[src/rtl/csm_pkg.sv]
// Purpose: Shared constants and types for the converter status and menu controller
// Assumes: 10 MHz pclk, APB register access, 8N1 serial link
// Notes:   Settings image layout is shared with the nonvolatile store
package csm_pkg;
	// Clock and timing
	localparam int CLK_HZ      = 10_000_000;
	localparam int BAUD        = 9600;
	localparam int BAUD_DIV    = (CLK_HZ + BAUD / 2) / BAUD;
	localparam int TMO_S       = 30;
	localparam int TMO_CYC     = TMO_S * CLK_HZ;
	localparam int BOOT_MS     = 500;
	localparam int BOOT_CYC    = BOOT_MS * (CLK_HZ / 1000);
	// APB register offsets
	localparam logic [11:0] REG_CTRL   = 12'h000;
	localparam logic [11:0] REG_STATUS = 12'h004;
	localparam logic [11:0] REG_FREQ   = 12'h008;
	localparam logic [11:0] REG_GAIN   = 12'h00C;
	// Control fields
	localparam int          CTRL_MUTE_BIT = 0;
	localparam int          CTRL_OPTQ_BIT = 1;
	localparam logic [1:0]  CTRL_RST      = 2'h0;
	// Status fields
	localparam int ST_ALARM_BIT = 0;
	localparam int ST_REM_BIT   = 1;
	localparam int ST_EXT_BIT   = 2;
	localparam int ST_MD_BIT    = 3;
	localparam int ST_MENU_LSB  = 4;
	localparam int ST_ADR_LSB   = 8;
	// Settings image layout
	localparam int NV_FREQ_LSB = 0;
	localparam int NV_GAIN_LSB = 28;
	localparam int NV_REM_BIT  = 34;
	localparam int NV_EXT_BIT  = 35;
	localparam int NV_MD_BIT   = 36;
	localparam int NV_ADR_LSB  = 37;
	localparam int NV_W        = 42;
	// Value limits
	localparam logic [5:0] GAIN_MIN = 6'h1E;
	localparam logic [5:0] GAIN_MAX = 6'h32;
	localparam logic [5:0] ADR_MAX  = 6'h1F;
	// Link characters
	localparam logic [7:0] CH_OPEN  = 8'h7B;
	localparam logic [7:0] CH_CLOSE = 8'h7D;
	localparam logic [7:0] CH_ACK   = 8'h3E;
	localparam logic [7:0] CH_ZERO  = 8'h30;
	localparam logic [7:0] CH_S     = 8'h53;
	localparam logic [7:0] CH_C     = 8'h43;
	localparam logic [7:0] CH_ONE   = 8'h31;
	localparam logic [7:0] CH_TWO   = 8'h32;
	typedef enum logic [3:0] {MN_LAMP, MN_VER, MN_NORMAL, MN_FREQ, MN_GAIN, MN_REMOTE,
		MN_EXTREF, MN_LINK, MN_ADDR, MN_SAVEQ, MN_DONE} csm_menu_e;
	typedef enum logic [2:0] {PS_IDLE, PS_AD1, PS_AD2, PS_TYPE, PS_REQ, PS_DATA} csm_parse_e;
	typedef enum logic [1:0] {RK_ACK, RK_S1, RK_S2} csm_reply_e;
endpackage

[src/rtl/csm_ctrl.sv]
// Purpose: Serial status responder and front-panel menu controller
// Assumes: Switch inputs are debounced one-cycle pulses; rxd is synchronised here
// Notes:   Contract
// Contract
// RL1 - General status reply carries frequency, gain and alarm characters in braces
// RL2 - Alarm character is one when alarmed, zero when normal
// RL3 - Reference status reply holds one when external reference selected
// RL4 - Two address digits precede the type letter only in multidrop mode
// RL5 - Link runs 9600 baud, start bit, eight data bits, stop bit
// RL6 - Edits take effect only between menu press and confirmed save
// RL7 - About 30 s without switch activity abandons the session
// RL8 - Saved settings kept nonvolatile and restored at power-up
// RL9 - Power-up shows lamp test, version, then frequency and gain
// RL10 - Horizontal switch moves cursor one place left or right
// RL11 - Vertical switch steps digits or toggles on/off functions
// RL12 - Frequency edit reaches synthesizer only after save
// RL13 - Gain edits apply live, stored only after yes
// RL14 - Yes stores, no reverts; next menu press returns to normal
// RL15 - Menu press on return marker or list end goes to save prompt
// RL16 - Menus step frequency, gain, remote, reference, link, address
// RL17 - Gain steps by 1 or 10 dB per cursor digit
// RL18 - Alarm follows any PLL loss of lock
// RL19 - Remote and mute indicators follow their selections
// RL20 - Requests framed by braces with address, type, request, data
// RL21 - Executed command answered with greater-than character
// RL22 - Multidrop frames for another address are ignored silently
`timescale 1ns/1ns
module csm_ctrl #(
	parameter int NPLL     = 2,
	parameter int TMO_CYC  = csm_pkg::TMO_CYC,
	parameter int BOOT_CYC = csm_pkg::BOOT_CYC
) (
	// APB
	input  wire logic                     pclk,
	input  wire logic                     presetn,
	input  wire logic                     psel,
	input  wire logic                     penable,
	input  wire logic                     pwrite,
	input  wire logic [11:0]              paddr,
	input  wire logic [31:0]              pwdata,
	output logic      [31:0]              prdata,
	output logic                          pready,
	output logic                          pslverr,
	// Serial link
	input  wire logic                     rxd,
	output logic                          txd,
	// Panel switches
	input  wire logic                     sw_menu,
	input  wire logic                     sw_left,
	input  wire logic                     sw_right,
	input  wire logic                     sw_up,
	input  wire logic                     sw_down,
	// PLL lock detectors
	input  wire logic [NPLL-1:0]          pll_unlock,
	// Nonvolatile settings store
	input  wire logic [csm_pkg::NV_W-1:0] nv_rd_data,
	output logic      [csm_pkg::NV_W-1:0] nv_wr_data,
	output logic                          nv_wr_en,
	// Converter controls
	output logic      [27:0]              freq_bcd,
	output logic      [5:0]               gain_db,
	output logic                          ext_ref_sel,
	output logic                          mute,
	// Panel indicators and display
	output logic                          alarm_led,
	output logic                          alarm_relay,
	output logic                          remote_led,
	output logic                          mute_led,
	output logic      [3:0]               disp_mode,
	output logic      [2:0]               disp_cursor,
	output logic                          save_yes
);
	import csm_pkg::*;

	localparam int TW = $clog2(TMO_CYC + 1);
	localparam int BW = $clog2(BOOT_CYC + 1);
	localparam logic [10:0] DIV_M1  = 11'(BAUD_DIV - 1);
	localparam logic [10:0] HALF_M1 = 11'(BAUD_DIV / 2 - 1);

	generate
		if (TMO_CYC < 2 || BOOT_CYC < 2 || NPLL < 1) begin : g_chk
			$error("csm_ctrl: counts below 2 or no PLL");
		end
	endgenerate

	csm_menu_e        st;
	csm_parse_e       pst;
	csm_reply_e       rep_kind;
	logic [2:0]       cur;
	logic [1:0]       ctrl_reg;
	logic [6:0][3:0]  s_freq, e_freq;
	logic [5:0]       s_gain, e_gain;
	logic [4:0]       s_adr, e_adr;
	logic             s_rem, s_ext, s_md, e_rem, e_ext, e_md;
	logic             ld_pend, in_sess, commit, tmo_hit, any_sw, solo_v, edit_st;
	logic [TW-1:0]    idle;
	logic [BW-1:0]    boot_cnt;
	logic [5:0]       g_step, g_up;
	logic [4:0]       a_step;
	logic [2:0]       fdig;

	function automatic logic [2:0] ret_pos(input csm_menu_e s);
		case (s)
			MN_FREQ: ret_pos = 3'h7;
			MN_GAIN, MN_ADDR: ret_pos = 3'h2;
			default: ret_pos = 3'h1;
		endcase
	endfunction

	assign in_sess = st inside {MN_FREQ, MN_GAIN, MN_REMOTE, MN_EXTREF, MN_LINK, MN_ADDR, MN_SAVEQ};
	assign edit_st = in_sess && st != MN_SAVEQ;
	assign any_sw  = sw_menu | sw_left | sw_right | sw_up | sw_down;
	assign tmo_hit = in_sess && idle == TW'(TMO_CYC - 1);
	assign commit  = st == MN_SAVEQ && sw_menu && !tmo_hit && save_yes;
	assign solo_v  = !tmo_hit && !sw_menu && !sw_left && !sw_right;
	assign g_step  = (cur == 3'h0) ? 6'h0A : 6'h01;
	assign g_up    = 6'(e_gain + g_step);
	assign a_step  = (cur == 3'h0) ? 5'h0A : 5'h01;
	assign fdig    = 3'(3'h6 - cur);

	// Inactivity timer; a stuck switch keeps the session alive
	always_ff @(posedge pclk or negedge presetn) begin
		if (!presetn) begin
			idle <= '0;
		end else if (!in_sess || any_sw) begin
			idle <= '0;
		end else if (!tmo_hit) begin
			idle <= TW'(idle + 1'b1);
		end
	end

	// Menu sequencing and cursor
	always_ff @(posedge pclk or negedge presetn) begin
		if (!presetn) begin
			st       <= MN_LAMP;
			cur      <= 3'h0;
			save_yes <= 1'b1;
			boot_cnt <= '0;
		end else begin
			case (st)
				MN_LAMP, MN_VER: begin
					boot_cnt <= BW'(boot_cnt + 1'b1);
					if (boot_cnt == BW'(BOOT_CYC - 1)) begin
						boot_cnt <= '0;
						st       <= (st == MN_LAMP) ? MN_VER : MN_NORMAL; // RL9
					end
				end
				MN_NORMAL: begin
					if (sw_menu) begin
						st  <= MN_FREQ; // RL6
						cur <= 3'h0;
					end
				end
				MN_SAVEQ: begin
					if (tmo_hit) begin
						st <= MN_NORMAL; // RL7
					end else if (sw_menu) begin
						st <= MN_DONE; // RL14
					end else if (sw_up || sw_down) begin
						save_yes <= !save_yes;
					end
				end
				MN_DONE: begin
					if (sw_menu) begin
						st <= MN_NORMAL; // RL14
					end
				end
				default: begin
					if (tmo_hit) begin
						st <= MN_NORMAL; // RL7
					end else if (sw_menu) begin
						cur      <= 3'h0;
						save_yes <= 1'b1;
						if (cur == ret_pos(st) || st == MN_ADDR) begin
							st <= MN_SAVEQ; // RL15
						end else if (st == MN_EXTREF && !ctrl_reg[CTRL_OPTQ_BIT]) begin
							st <= MN_SAVEQ; // RL16
						end else begin
							st <= csm_menu_e'(st + 4'h1); // RL16
						end
					end else if (sw_left && cur != 3'h0) begin
						cur <= 3'(cur - 3'h1); // RL10
					end else if (sw_right && !sw_left && cur != ret_pos(st)) begin
						cur <= 3'(cur + 3'h1); // RL10
					end
				end
			endcase
		end
	end

	// Pending edits mirror the saved set outside a session, which also reverts
	always_ff @(posedge pclk or negedge presetn) begin
		if (!presetn) begin
			e_freq <= '0;
			e_gain <= GAIN_MIN;
			e_adr  <= 5'h00;
			{e_rem, e_ext, e_md} <= 3'h0;
		end else if (!in_sess) begin
			e_freq <= s_freq; // RL14
			e_gain <= s_gain;
			e_adr  <= s_adr;
			{e_rem, e_ext, e_md} <= {s_rem, s_ext, s_md};
		end else if (edit_st && solo_v && (sw_up || sw_down) && cur != ret_pos(st)) begin
			case (st)
				MN_FREQ: begin
					if (sw_up) begin
						e_freq[fdig] <= (e_freq[fdig] == 4'h9) ? 4'h0 : 4'(e_freq[fdig] + 4'h1); // RL11
					end else begin
						e_freq[fdig] <= (e_freq[fdig] == 4'h0) ? 4'h9 : 4'(e_freq[fdig] - 4'h1); // RL11
					end
				end
				MN_GAIN: begin
					if (sw_up && g_up <= GAIN_MAX) begin
						e_gain <= g_up; // RL17
					end else if (!sw_up && e_gain >= 6'(GAIN_MIN + g_step)) begin
						e_gain <= 6'(e_gain - g_step); // RL17
					end
				end
				MN_REMOTE: e_rem <= !e_rem; // RL11
				MN_EXTREF: e_ext <= !e_ext;
				MN_LINK:   e_md  <= !e_md;
				MN_ADDR: begin
					if (sw_up && ({1'b0, e_adr} + {1'b0, a_step}) <= ADR_MAX) begin
						e_adr <= 5'(e_adr + a_step);
					end else if (!sw_up && e_adr >= a_step) begin
						e_adr <= 5'(e_adr - a_step);
					end
				end
				default: e_gain <= e_gain;
			endcase
		end
	end

	// Saved settings: restored from the store once after reset, replaced on save
	always_ff @(posedge pclk or negedge presetn) begin
		if (!presetn) begin
			ld_pend <= 1'b1;
			s_freq  <= '0;
			s_gain  <= GAIN_MIN;
			s_adr   <= 5'h00;
			{s_rem, s_ext, s_md} <= 3'h0;
			nv_wr_en   <= 1'b0;
			nv_wr_data <= '0;
		end else begin
			nv_wr_en <= commit; // RL8
			if (ld_pend) begin
				ld_pend <= 1'b0;
				s_freq  <= nv_rd_data[NV_FREQ_LSB +: 28]; // RL8
				s_gain  <= nv_rd_data[NV_GAIN_LSB +: 6];
				s_adr   <= nv_rd_data[NV_ADR_LSB +: 5];
				s_rem   <= nv_rd_data[NV_REM_BIT];
				s_ext   <= nv_rd_data[NV_EXT_BIT];
				s_md    <= nv_rd_data[NV_MD_BIT];
			end else if (commit) begin
				s_freq <= e_freq; // RL12
				s_gain <= e_gain; // RL13
				s_adr  <= e_adr;
				{s_rem, s_ext, s_md} <= {e_rem, e_ext, e_md};
				nv_wr_data <= {e_adr, e_md, e_ext, e_rem, e_gain, e_freq};
			end
		end
	end

	// Converter controls and indicators
	always_ff @(posedge pclk or negedge presetn) begin
		if (!presetn) begin
			freq_bcd    <= '0;
			gain_db     <= GAIN_MIN;
			ext_ref_sel <= 1'b0;
			mute        <= 1'b0;
			alarm_led   <= 1'b0;
			alarm_relay <= 1'b0;
			remote_led  <= 1'b0;
			mute_led    <= 1'b0;
			disp_mode   <= 4'h0;
			disp_cursor <= 3'h0;
		end else begin
			freq_bcd    <= s_freq; // RL12
			gain_db     <= in_sess ? e_gain : s_gain; // RL13
			ext_ref_sel <= s_ext;
			mute        <= ctrl_reg[CTRL_MUTE_BIT];
			alarm_led   <= |pll_unlock; // RL18
			alarm_relay <= |pll_unlock; // RL18
			remote_led  <= s_rem; // RL19
			mute_led    <= ctrl_reg[CTRL_MUTE_BIT]; // RL19
			disp_mode   <= st;
			disp_cursor <= cur;
		end
	end

	// Serial receiver
	logic       rx_s1, rx_s2, rx_busy, rx_valid;
	logic [10:0] rx_cnt;
	logic [3:0] rx_bit;
	logic [7:0] rx_sh;
	always_ff @(posedge pclk or negedge presetn) begin
		if (!presetn) begin
			{rx_s1, rx_s2} <= 2'h3;
			rx_busy  <= 1'b0;
			rx_valid <= 1'b0;
			rx_cnt   <= 11'h000;
			rx_bit   <= 4'h0;
			rx_sh    <= 8'h00;
		end else begin
			rx_s1    <= rxd;
			rx_s2    <= rx_s1;
			rx_valid <= 1'b0;
			if (!rx_busy) begin
				if (!rx_s2) begin
					rx_busy <= 1'b1;
					rx_cnt  <= HALF_M1; // RL5
					rx_bit  <= 4'h0;
				end
			end else if (rx_cnt != 11'h000) begin
				rx_cnt <= 11'(rx_cnt - 11'h001);
			end else begin
				rx_cnt <= DIV_M1;
				rx_bit <= 4'(rx_bit + 4'h1);
				if (rx_bit == 4'h0 && rx_s2) begin
					rx_busy <= 1'b0;
				end else if (rx_bit == 4'h9) begin
					rx_busy  <= 1'b0;
					rx_valid <= rx_s2; // RL5
				end else if (rx_bit != 4'h0) begin
					rx_sh <= {rx_s2, rx_sh[7:1]};
				end
			end
		end
	end

	// Request parser
	logic [3:0] p_hi, p_lo;
	logic [7:0] p_type, p_req;
	logic       addr_ok, rep_go, rep_act, tx_busy, fr_close;
	csm_reply_e go_kind;
	assign addr_ok  = !s_md || ({4'h0, p_hi} * 8'h0A + {4'h0, p_lo}) == {3'h0, s_adr};
	assign fr_close = rx_valid && rx_sh == CH_CLOSE && pst == PS_DATA;
	always_ff @(posedge pclk or negedge presetn) begin
		if (!presetn) begin
			pst     <= PS_IDLE;
			p_hi    <= 4'h0;
			p_lo    <= 4'h0;
			p_type  <= 8'h00;
			p_req   <= 8'h00;
			rep_go  <= 1'b0;
			go_kind <= RK_ACK;
		end else begin
			rep_go <= 1'b0;
			if (rx_valid && rx_sh == CH_OPEN) begin
				pst <= s_md ? PS_AD1 : PS_TYPE; // RL4
			end else if (rx_valid) begin
				case (pst)
					PS_AD1: begin
						p_hi <= rx_sh[3:0]; // RL4
						pst  <= PS_AD2;
					end
					PS_AD2: begin
						p_lo <= rx_sh[3:0];
						pst  <= PS_TYPE;
					end
					PS_TYPE: begin
						p_type <= rx_sh; // RL20
						pst    <= PS_REQ;
					end
					PS_REQ: begin
						p_req <= rx_sh;
						pst   <= (rx_sh == CH_CLOSE) ? PS_IDLE : PS_DATA;
					end
					PS_DATA: begin
						if (rx_sh == CH_CLOSE) begin
							pst <= PS_IDLE; // RL20
							if (addr_ok && !rep_act && !tx_busy) begin // RL22
								if (p_type == CH_C) begin
									rep_go  <= 1'b1;
									go_kind <= RK_ACK; // RL21
								end else if (p_type == CH_S && p_req == CH_ONE) begin
									rep_go  <= 1'b1;
									go_kind <= RK_S1;
								end else if (p_type == CH_S && p_req == CH_TWO) begin
									rep_go  <= 1'b1;
									go_kind <= RK_S2;
								end
							end
						end
					end
					default: pst <= PS_IDLE;
				endcase
			end
		end
	end

	// Reply character selection
	logic [3:0] rep_idx, rep_last, fsel;
	logic [7:0] tx_ch;
	logic [5:0] g_t, g_u;
	assign g_t  = gain_db / 6'h0A;
	assign g_u  = 6'(gain_db - 6'(g_t * 6'h0A));
	assign fsel = 4'(4'h9 - rep_idx);
	always_comb begin
		tx_ch = CH_CLOSE;
		if (rep_kind == RK_ACK) begin
			tx_ch = CH_ACK; // RL21
		end else if (rep_idx == 4'h0) begin
			tx_ch = CH_OPEN;
		end else if (rep_idx == 4'h1) begin
			tx_ch = CH_S;
		end else if (rep_idx == 4'h2) begin
			tx_ch = (rep_kind == RK_S1) ? CH_ONE : CH_TWO;
		end else if (rep_kind == RK_S2) begin
			tx_ch = (rep_idx == 4'h3) ? CH_ZERO | {7'h00, ext_ref_sel} : CH_CLOSE; // RL3
		end else if (rep_idx <= 4'h9) begin
			tx_ch = CH_ZERO | {4'h0, s_freq[fsel[2:0]]}; // RL1
		end else if (rep_idx == 4'hA) begin
			tx_ch = CH_ZERO | {2'h0, g_t};
		end else if (rep_idx == 4'hB) begin
			tx_ch = CH_ZERO | {2'h0, g_u};
		end else if (rep_idx == 4'hC) begin
			tx_ch = CH_ZERO;
		end else if (rep_idx == 4'hD) begin
			tx_ch = CH_ZERO | {7'h00, alarm_led}; // RL2
		end
	end

	// Reply sequencing and serial transmitter
	logic [10:0] tx_cnt;
	logic [3:0]  tx_bit;
	logic [8:0]  tx_sh;
	always_ff @(posedge pclk or negedge presetn) begin
		if (!presetn) begin
			rep_act  <= 1'b0;
			rep_kind <= RK_ACK;
			rep_idx  <= 4'h0;
			rep_last <= 4'h0;
			tx_busy  <= 1'b0;
			tx_cnt   <= 11'h000;
			tx_bit   <= 4'h0;
			tx_sh    <= 9'h1FF;
			txd      <= 1'b1;
		end else begin
			if (rep_go) begin
				rep_act  <= 1'b1;
				rep_kind <= go_kind;
				rep_idx  <= 4'h0;
				rep_last <= (go_kind == RK_S1) ? 4'hE : (go_kind == RK_S2) ? 4'h4 : 4'h0; // RL1
			end else if (rep_act && !tx_busy) begin
				tx_sh   <= {1'b1, tx_ch};
				txd     <= 1'b0; // RL5
				tx_busy <= 1'b1;
				tx_bit  <= 4'h0;
				tx_cnt  <= DIV_M1;
				rep_idx <= 4'(rep_idx + 4'h1);
				rep_act <= rep_idx != rep_last;
			end
			if (tx_busy) begin
				if (tx_cnt != 11'h000) begin
					tx_cnt <= 11'(tx_cnt - 11'h001);
				end else if (tx_bit == 4'h9) begin
					tx_busy <= 1'b0;
				end else begin
					txd    <= tx_sh[0]; // RL5
					tx_sh  <= {1'b1, tx_sh[8:1]};
					tx_bit <= 4'(tx_bit + 4'h1);
					tx_cnt <= DIV_M1;
				end
			end
		end
	end

	// APB slave, one setup and one access cycle
	logic [31:0] rd_mux;
	logic        rd_hit;
	always_comb begin
		rd_mux = 32'h0000_0000;
		rd_hit = 1'b1;
		case (paddr)
			REG_CTRL:   rd_mux = {30'h0, ctrl_reg};
			REG_STATUS: begin
				rd_mux[ST_ALARM_BIT]         = alarm_led;
				rd_mux[ST_REM_BIT]           = s_rem;
				rd_mux[ST_EXT_BIT]           = s_ext;
				rd_mux[ST_MD_BIT]            = s_md;
				rd_mux[ST_MENU_LSB +: 4]     = st;
				rd_mux[ST_ADR_LSB +: 5]      = s_adr;
			end
			REG_FREQ:   rd_mux = {4'h0, s_freq};
			REG_GAIN:   rd_mux = {26'h0, gain_db};
			default:    rd_hit = 1'b0;
		endcase
	end
	always_ff @(posedge pclk or negedge presetn) begin
		if (!presetn) begin
			pready   <= 1'b0;
			pslverr  <= 1'b0;
			prdata   <= 32'h0000_0000;
			ctrl_reg <= CTRL_RST;
		end else begin
			pready  <= psel && !penable;
			pslverr <= psel && !penable && !rd_hit;
			prdata  <= (psel && !penable && !pwrite) ? rd_mux : 32'h0000_0000;
			if (psel && penable && pready && pwrite && paddr == REG_CTRL) begin
				ctrl_reg <= pwdata[1:0];
			end
		end
	end
endmodule

[config.mk]
export PLATFORM = sky130hd
export DESIGN_NAME = csm_ctrl
export DESIGN_NICKNAME = d
export VERILOG_FILES = /design/src/rtl/csm_pkg.sv /design/src/rtl/csm_ctrl.sv
export SDC_FILE = /design/constraint.sdc
export NUM_CORES = 1
export LEC_CHECK = 0
export BUFFER_PORTS_ARGS = -buffer_cell sky130_fd_sc_hd__buf_4
export CAP_MARGIN = 20
export CORE_ASPECT_RATIO = 0.5
export CORE_MARGIN = 1
export CORE_UTILIZATION = 40
export CTS_CLUSTER_DIAMETER = 150
export DETAILED_ROUTE_END_ITERATION = 6
export GPL_TIMING_DRIVEN = 0
export HOLD_SLACK_MARGIN = 0.08
export PLACE_DENSITY = 0.56
export SLEW_MARGIN = 30
export SYNTH_ARGS = -nofsm -noshare
export SYNTH_HDL_FRONTEND = slang
export SYNTH_SLANG_ARGS = --single-unit
[constraint.sdc]
create_clock -name pclk -period 4.4 [get_ports pclk]
set_input_delay 0.88 -clock pclk [delete_from_list [all_inputs] [get_ports pclk]]
set_output_delay 0.88 -clock pclk [all_outputs]
set_load 0.1 [all_outputs]
== Yosys cells after proc, flatten, opt, wreduce, memory -nomap -nowiden ==
Index checks and enable logic that the tools add are counted.
Operators by class
  $add $sub $neg: 22
  bitwise logic cells: 12
  div/mod/pow operators: 1
  mux-type cells: 162
  order comparisons: 8
  eq/ne operators: 66
  shift-type cells: 0
  multiply operators: 2
  reductions and logical operators: 99
Operator list (number)
  28-bit 2-to-1 mux: 6
  4-bit 2-to-1 mux: 27
  11-bit 2-to-1 mux: 8
  7-bit 2-to-1 mux: 11
  29-bit 2-to-1 mux: 2
  28-bit bitwise mux: 2
  3-bit 2-to-1 mux: 18
  13-bit one-hot mux with 4 select lines: 1
  1-bit 2-to-1 mux: 50
  6-bit 2-to-1 mux: 8
  9-bit 2-to-1 mux: 5
  4-bit equality test (second input constant): 10
  5-bit 2-to-1 mux: 7
  1-bit logical AND: 34
  8-bit by 7-bit equality test with 1-bit output (second input constant): 4
  32-bit 2-to-1 mux: 1
  29-bit by 1-bit adder with 29-bit output (second input constant): 1
  29-bit equality test (second input constant): 1
  4-bit binary-select mux with 3-bit select: 2
  12-bit by 4-bit equality test with 1-bit output (second input constant): 2
  23-bit by 1-bit adder with 23-bit output (second input constant): 1
  23-bit equality test (second input constant): 1
  23-bit 2-to-1 mux: 1
  2-bit by 1-bit != test with 1-bit output (second input constant): 11
  72 further kinds: 158
Word-level totals
  bits in latches: 0
  memories kept: 0
  RAM bits: 0
  register bits after elaboration: 363
  output and inout port bits: 126
  logic and storage cells: 439
  bits of input ports: 99
  ROM bits: 0

== Depth between registers and ports, before layout ==
Gate-level depths: netlist of run 1.
  depth in word-level cells: 16
  mapped depth: 15
  depth with buffers taken out: 15

== Worst setup path before layout of run 1 ==
OpenSTA, ideal clock, no wires.
  path kind: register -> register
  start: reg gain_db[5]
  end: reg tx_sh[3]
  library setup time: 82 ps
  clock period less this slack: 3922 ps
  data arrival time: 3840 ps
  path slack: 478 ps
  path buffers: 0
  stages on the path, launching flop included: 16
  cell sequence: dfrtp_1 -> nand2b_1 -> a21bo_2 -> a21oi_1 -> ha_1 -> nor2b_1 -> o22ai_1 -> a211o_1 -> ha_1 -> fa_1 -> xnor2_1 -> xnor2_1 -> o21ai_0 -> a221oi_1 -> a211oi_1 -> nor3_1
On the way
  word-level cells in the longest chain between the ends: 16
Ends and longest elaborated chain
  start, declared: RTL line csm_ctrl.sv:61  | output logic [5:0] gain_db,
  start signal, assigned: RTL line csm_ctrl.sv:279  | gain_db <= in_sess ? e_gain : s_gain;
  6-bit by 4-bit divider with 6-bit output *: RTL line csm_ctrl.sv:396  | assign g_t = gain_db / 6'h0A;
  6-bit by 3-bit multiplier with 3-bit output: RTL line csm_ctrl.sv:397  | assign g_u = 6'(gain_db - 6'(g_t * 6'h0A));
  4-bit subtractor: RTL line csm_ctrl.sv:397
  7-bit 2-to-1 mux: RTL line csm_ctrl.sv:415  | end else if (rep_idx == 4'hB) begin
  7-bit 2-to-1 mux *: RTL line csm_ctrl.sv:413  | end else if (rep_idx == 4'hA) begin
  7-bit 2-to-1 mux *: RTL line csm_ctrl.sv:411  | end else if (rep_idx <= 4'h9) begin
  7-bit 2-to-1 mux *: RTL line csm_ctrl.sv:409  | end else if (rep_kind == RK_S2) begin
  7-bit 2-to-1 mux *: RTL line csm_ctrl.sv:407  | end else if (rep_idx == 4'h2) begin
  7-bit 2-to-1 mux *: RTL line csm_ctrl.sv:405  | end else if (rep_idx == 4'h1) begin
  7-bit 2-to-1 mux *: RTL line csm_ctrl.sv:403  | end else if (rep_idx == 4'h0) begin
  7-bit 2-to-1 mux *: RTL line csm_ctrl.sv:401  | if (rep_kind == RK_ACK) begin
  9-bit 2-to-1 mux *: RTL line csm_ctrl.sv:445  | end else if (rep_act && !tx_busy) begin
  9-bit 2-to-1 mux *: RTL line csm_ctrl.sv:440  | if (rep_go) begin
  9-bit 2-to-1 mux: RTL line csm_ctrl.sv:457  | end else if (tx_bit == 4'h9) begin
  9-bit 2-to-1 mux: RTL line csm_ctrl.sv:455  | if (tx_cnt != 11'h000) begin
  9-bit 2-to-1 mux *: RTL line csm_ctrl.sv:454  | if (tx_busy) begin
  end signal, assigned: RTL line csm_ctrl.sv:446  | tx_sh <= {1'b1, tx_ch};
  end signal, assigned: RTL line csm_ctrl.sv:461  | tx_sh <= {1'b1, tx_sh[8:1]};
  end, declared: RTL line csm_ctrl.sv:427  | logic [8:0] tx_sh;
Mark *: on every way between the ends. The rest lies on a longest branch, timed or not.
A chain may end at the register's enable or synchronous reset.

== Final worst setup path of run 1 ==
  start: reg cur[0]
  end: reg e_gain[4]
On the way
  word-level cells in the longest chain between the ends: 9
  elaborated cells on any way between the ends: 19
Ends and longest elaborated chain
  start, declared: RTL line csm_ctrl.sv:89  | logic [2:0] cur;
  start signal, assigned: RTL line csm_ctrl.sv:182  | cur <= 3'(cur - 3'h1);
  start signal, assigned: RTL line csm_ctrl.sv:184  | cur <= 3'(cur + 3'h1);
  3-bit logical NOT: RTL line csm_ctrl.sv:116  | assign g_step = (cur == 3'h0) ? 6'h0A : 6'h01;
  4-bit 2-to-1 mux: RTL line csm_ctrl.sv:116
  6-bit by 4-bit adder with 6-bit output: RTL line csm_ctrl.sv:117  | assign g_up = 6'(e_gain + g_step);
  6-bit <= comparator: RTL line csm_ctrl.sv:213  | if (sw_up && g_up <= GAIN_MAX) begin
  1-bit logical AND: RTL line csm_ctrl.sv:213
  6-bit 2-to-1 mux: RTL line csm_ctrl.sv:213
  6-bit 2-to-1 mux: RTL line csm_ctrl.sv:204  | case (st)
  6-bit 2-to-1 mux: RTL line csm_ctrl.sv:203  | end else if (edit_st && solo_v && (sw_up || sw_down) && cur != ret_pos(st)) begin
  6-bit 2-to-1 mux: RTL line csm_ctrl.sv:198  | end else if (!in_sess) begin
  end signal, assigned: RTL line csm_ctrl.sv:200  | e_gain <= s_gain;
  end signal, assigned: RTL line csm_ctrl.sv:214  | e_gain <= g_up;
  end signal, assigned: RTL line csm_ctrl.sv:216  | e_gain <= 6'(e_gain - g_step);
  end, declared: RTL line csm_ctrl.sv:92  | logic [5:0] s_gain, e_gain;
Several ways; a longest one is shown, not always the timed one. The select of a mux whose other input is x is not followed.

==> results of run 1 <==
-- worst reg2reg max path: cells and delay by family, from the launching register on --
kind / cells / cell delay (ns)
compound gates: 5 / 0.98
simple gates: 3 / 0.87
fa+ha+maj: 2 / 0.85
buf+inv: 3 / 0.84
flops: 1 / 0.42
-- per-layer routing --
layer | wire (um) | vias up | GRT usage | share of wire
met3 | 2280 | 73 | 0.0314 | 0.045
met5 | 0 | - | 0 | 0
met2 | 23300 | 307 | 0.349 | 0.46
li1 | - | 6581 | - | -
met1 | 23800 | 6811 | 0.318 | 0.47
met4 | 1220 | 0 | 0.0586 | 0.024
-- area by class of cell --
cell class | count | share of cell area
Sequential cell | 357 | 0.418
Multi-Input combinational cell | 1229 | 0.393
Timing Repair Buffer | 193 | 0.0716
Clock buffer | 57 | 0.0508
Tap cell | 588 | 0.0343
Buffer | 78 | 0.0179
Inverter | 57 | 0.00997
Clock inverter | 7 | 0.00455
-- layout by cell type, fill, tap and decap left out, types with 12 or more instances in the layout --
| cell type | count |
|---|---|
| dfrtp_1 | 331 |
| nand2_1 | 195 |
| buf_4 | 194 |
| o21ai_0 | 133 |
| nor2_1 | 111 |
| mux2_2 | 70 |
| mux2i_1 | 61 |
| a21oi_1 | 60 |
| inv_1 | 57 |
| clkbuf_1 | 57 |
| ha_1 | 50 |
| nand3_1 | 45 |
| xor2_1 | 39 |
| clkbuf_16 | 37 |
| nor3_1 | 33 |
| and2_1 | 31 |
| a21o_1 | 29 |
| nor2b_1 | 26 |
| xnor2_1 | 26 |
| dfstp_2 | 26 |
| a22o_1 | 24 |
| or3_1 | 19 |
| nand4_1 | 19 |
| o211ai_1 | 16 |
| mux2_1 | 16 |
| and3_1 | 15 |
| o31ai_1 | 13 |
| a31oi_1 | 13 |
| a22oi_1 | 13 |
| buf_2 | 12 |
-- what timing repair did --
item	CTS	global route
gates cloned	0	0
setup endpoints to repair	9	23
hold endpoints to repair	0	0
pin swaps	0	0
resized for setup	2	2
-- kinds of logic (layout without fill, tap and decap cells) --
group	Yosys count	count (layout)	share of synthesized area
AOI/OAI and AO/OA	380	380	0.136
xor gates and xnor gates	67	67	0.0327
adders and majority gates	59	59	0.0449
buffers and inverters	135	392	0.0333
DFF	357	357	0.500
muxes	155	155	0.0980
other	1	5	0.000209
and+or+nand+nor	563	563	0.155
-- stage by stage --
stage / power [mW] / instance area, um^2 / instances / worst slack [ns]
6_report: 13.6 / 21500 / 2566 / 0.354
2_1_floorplan: 8.70 / 18000 / 1721 / 0.478
3_5_place_dp: 10.5 / 20300 / 2502 / -0.494
5_1_grt: 14.4 / 21500 / 2566 / 0.0152
4_1_cts: 13.7 / 21500 / 2566 / 0.0994
3_3_place_gp: 10.4 / 20100 / 2498 / -1.12
-- power by group through the flow --
stage	combinational, mW	sequential [mW]	clock, mW
2_1_floorplan	2.84	5.87	0
3_3_place_gp	5.83	4.57	0
3_5_place_dp	5.89	4.57	0
4_1_cts	5.93	4.52	3.24
5_1_grt	6.42	4.57	3.36
6_report	5.96	4.51	3.16
-- worst max-delay path by stage --
stage	start	end	slack [ns]	cells past startpoint
4_1_cts	cur[0]$_DFFE_PN0P_	e_gain[4]$_DFFE_PN1P_	0.1	13
3_3_place_gp	presetn	s_freq[26]$_DFFE_PN0P_	-1.12	1
5_1_grt	cur[0]$_DFFE_PN0P_	e_gain[4]$_DFFE_PN1P_	0.02	13
2_1_floorplan	gain_db[5]$_DFF_PN0_	tx_sh[3]$_DFF_PN1_	0.48	15
6_report	cur[0]$_DFFE_PN0P_	e_gain[4]$_DFFE_PN1P_	0.35	13
3_5_place_dp	cur[0]$_DFFE_PN0P_	e_gain[5]$_DFFE_PN0P_	-0.49	14
==> results.cfg, run 1 <==
[critical_path]
start_kind = flop
endpoint_kind = flop
required_ns = 4.85
critical_path.max_stage_delay_ns = 0.54
timing.rr.end = e_gain[4]$_DFFE_PN1P_
criticalPathCategory = flop to flop
path_common_cell = inv_1
crit_arrival_ns = 4.49
cp_slowest_cell = fa_1
reg2regPathDepth = 13
path_cells = clkbuf_2, inv_1, ha_1, nand2b_2, inv_1, fa_1, nor3b_1, a41oi_1, a211oi_1, a211oi_2, a21boi_1, or3b_1, o211ai_1
crit_fanout = 13
cp_num_buf_inv = 3
crit_family = compound AO/OA/AOI/OAI gates
r2r-start = cur[0]$_DFFE_PN0P_
rrSetupSlack_ns = 0.35

[clocking]
cts_setup_buffers = 0
cts_buffers = 36
cts_hold_buf = 0
insertion_delay_ns = 0.53
htree_levels = 2
path_clk_slew_ns = 0.07
cts_sinks = 357
cts_tree = done
clk_path_buf_depth = 3
clock-root-buffer = clkbuf_16

[layout]
fillCellCount = 4110
regArea_um2 = 8970
multi_input_area_um2 = 8430
drive_above_1_share = 0.204
reg.largest.list = nv_wr_data (42), idle (29)
largest_reg_flops = 42
top_register = nv_wr_data
final_core_util = 0.489
layout.nets = 2110
area_growth_pct = 19.6
n_antenna_cell = 0

[route]
drt_first_pass_iters = 7
postRouteAntennaNets = 0
wire_per_inst_um = 19.7
drt-total-wl_mm = 50.6
drt_iter0_drc = 1029
drc_errors = 9
via_count = 13800
vias_per_cell = 5.37

[global_route]
grt_use_total = 0.221
grt_pass1_vias = 13200
grt_max_degree = 86
antenna_found_initial = 0
grt_pass1_wl_mm = 77.7
grt-ovfl-total = 0

[synthesis]
yosysSeqAreaShare = 0.500
yosysTopAreaCell = dfrtp_1
yosysMostFrequentCell = dfrtp_1
synth_edf_count = 0
yosys_warnings = 0
syn_inst = 1717
synth_top_area_frac = 0.462
async_flop_share = 1.00
netlist_area_um2 = 17900
synthDistinctLibCells = 85
yosys-top-cells-area = dfrtp_1 (46%), mux2_2 (4.4%), nand2_1 (4.1%), dfstp_2 (3.8%), o21ai_0 (3.7%)
ys_ff_latch = 357
synth_common_cells = dfrtp_1 (331), nand2_1 (195), o21ai_0 (133)
synth_area_per_cell_um2 = 10.4
synth_flop_cell = dfrtp_1

[timing]
final.setup.tns_ns = 0
drv_slew = 0
finalCriticalPeriod_ns = 4.05
fin_skew_ns = 0.00992
setup_viol = 0
tightest_slew_ns = 1.04
hold_violations = 0
max_slew_margin = 0.303
timing.hold.ws_ns = 0.292
grt_setup_unrepaired = false
period_share = 0.919
fmax_ghz = 0.247

[run_status]
outcome = finished, violations left
violations = DRC

[run]
maxCapViolations = 0

[floorplanning]
core_area_um2 = 43900
die_area_um2 = 45800
die_y_um = 152
fp-row-count = 54
start_util = 0.409
num_io_pins = 225
die_w_um = 302

[power]
irDropWorstVdd_mv = 0.330
clock_power_share = 0.232
p_comb_frac = 0.437
netSwitchingFraction = 0.452
p_per_area_nw_per_um2 = 635
power.leakage_nw = 9.79
power_frac_seq = 0.331
intPower_mw = 7.47
p_switching_mw = 6.16

[placed_design]
portBuffers = 189
dpl.hpwl_mm = 36.5
gp_congestion = 0.904

[worst_hold_path]
hp-class = input pin to asynchronous set/reset pin
Note: power is estimated with default switching activity, not from simulation.
==> run 2: changes to the inputs <==
Settings changed: MAX_ROUTING_LAYER set to met4, RECOVER_POWER set to 100.
==> run 2 against run 1 <==
  * The run ends with DRC, capacitance limit, slew limit left
  * Count of clock-buffer cells in the layout unchanged
  * Sequential power barely moved
  * Flip-flop and latch count unchanged
  * Clock power is essentially flat
  * Highest routed layer unchanged
==> results.cfg, run 2 (same netlist as run 1, synthesis figures left out) <==
[global_route]
grt_pass1_vias = 13200
grt_pass1_wl_mm = 77.8
antenna_found_initial = 0
grt-ovfl-total = 0
grt_use_total = 0.228
grt_max_degree = 86

[layout]
final_core_util = 0.476
layout_common_cells = dfrtp_1 (331), nand2_1 (195), clkbuf_1 (187), o21ai_0 (135), nor2_1 (112)
top_register = nv_wr_data
final_area_um2 = 20900
layout.nets = 2110
layout_commonest_cell = dfrtp_1
area_growth_pct = 16.6
drive_above_1_share = 0.133
largest_reg_flops = 42
n_antenna_cell = 0
reg.largest.list = nv_wr_data (42), idle (29)

[power]
p_per_area_nw_per_um2 = 640
irDropWorstVdd_mv = 0.291
power.leakage_nw = 9.26

[worst_hold_path]
hold_end = rx_s2$_DFF_PN1_
hold_start = rx_s1$_DFF_PN1_
hp-class = flop to flop
holdPathStages = 0

[clocking]
cts_buffers = 36
clk_path_buf_depth = 3
path_clk_slew_ns = 0.07
htree_levels = 2
cts_sinks = 357
insertion_delay_ns = 0.53
clock-root-buffer = clkbuf_16
cts_tree = done
cts_setup_buffers = 0
cts_hold_buf = 0

[route]
wire_per_inst_um = 19.7
drt_iter0_drc = 993
vias_per_cell = 5.39
drt-total-wl_mm = 50.5
via_count = 13800
postRouteAntennaNets = 0
drc_errors = 9
drt_first_pass_iters = 7

[critical_path]
cp_slowest_cell = a211oi_1
required_ns = 4.81
timing.rr.end = nv_wr_data[37]$_DFFE_PN0P_
reg2regPathDepth = 12
critical_path.max_stage_delay_ns = 0.58
criticalPathCategory = flop to flop
rrSetupSlack_ns = 0.34
crit_family = simple AND/OR/NAND/NOR gates
crit_arrival_ns = 4.47
crit_fanout = 10
start_kind = flop
path_cells = inv_1, ha_1, clkbuf_1, o21bai_1, a211oi_1, nand4_1, and3_1, buf_2, nor2b_1, buf_6, clkbuf_4, mux2_1
endpoint_kind = flop
cp_num_buf_inv = 5
r2r-start = st[0]$_DFFE_PN0P_

[floorplanning]
fp-row-count = 54
core_area_um2 = 43900
start_util = 0.409
die_y_um = 152
num_io_pins = 225
die_w_um = 302
die_area_um2 = 45800

[timing]
drv_slew = 67
tightest_slew_ns = 3.13
grt_setup_unrepaired = false
fin_ws_ns = 0.339
fmax_ghz = 0.246
fin_skew_ns = 0.00875
timing.hold.ws_ns = 0.356
max_slew_margin = -1.09
finalCriticalPeriod_ns = 4.06
setup_viol = 0
final.setup.tns_ns = 0
period_share = 0.923
hold_violations = 0

[placed_design]
pre_cts_ws_ns = -0.494
gp_congestion = 0.919
post_dp_cell_area_um2 = 20300
portBuffers = 189
dpl.hpwl_mm = 36.5

[run]
maxCapViolations = 1

[run_status]
outcome = finished, violations left
violations = DRC, capacitance limit, slew limit
run 2: cell types whose count changed in the layout (fill, tap and decap cells not counted), sizes merged:
cell	before	now
dlymetal6s4s	0	1
clkbuf	104	245
buf	224	82
run 2: how the worst max path moves through the flow:
stage | start | endpoint | slack, ns | cells past startpoint
after floorplan | gain_db[5]$_DFF_PN0_ | tx_sh[3]$_DFF_PN1_ | 0.48 | 15
final | st[0]$_DFFE_PN0P_ | nv_wr_data[37]$_DFFE_PN0P_ | 0.34 | 12
after global placement | presetn | s_freq[26]$_DFFE_PN0P_ | -1.12 | 1
after CTS | cur[0]$_DFFE_PN0P_ | e_gain[4]$_DFFE_PN1P_ | 0.1 | 13
after detailed placement | cur[0]$_DFFE_PN0P_ | e_gain[5]$_DFFE_PN0P_ | -0.49 | 14
after global routing | presetn | s_gain[1]$_DFFE_PN1P_ | 0.02 | 4
run 2: cell type report:
cell class              instances  area (um^2)
well taps                     588          736
clock buffers                  57         1090
plain buffers                  78          362
flip-flops and latches        357         8970
inverters                      57          214
multi-input cells            1229         8380
repair buffers                193         1080
clock inverters                 7         97.6
fillers                      4216        23000
run 2: report_power, final:
group          internal [mW]  total [mW]  switching [mW]
clock network           1.83        3.16            1.34
logic                   1.59        5.72            4.13
registers               3.84        4.51           0.666
total                   7.26        13.4            6.14
run 2: repair_timing:
item,in CTS,in global routing
setup endpoints to repair,9,23
hold endpoints to repair,0,0
resized for setup,2,2
run 2: routing by layer:
metal	global-route usage	wire length, um	vias to the layer above
met5	-	0	-
met4	0.0609	1270	0
met3	0.0314	2430	78
met2	0.348	23100	317
met1	0.318	23700	6841
li1	-	-	6597
run 2: worst reg2reg max path: stages (launching register included):
cell and delay (ns):
dfrtp_1 0.45, inv_1 0.23, ha_1 0.18, clkbuf_1 0.34, o21bai_1 0.13, a211oi_1 0.58, nand4_1 0.55, and3_1 0.43
buf_2 0.20, nor2b_1 0.15, buf_6 0.13, clkbuf_4 0.22, mux2_1 0.35
run 2: through the flow:
step | std cells | power [mW]
after floorplan | 1721 | 8.70
after global placement | 2498 | 10.4
after detailed placement | 2502 | 10.5
after CTS | 2566 | 13.7
after global routing | 2566 | 14.1
final | 2566 | 13.4
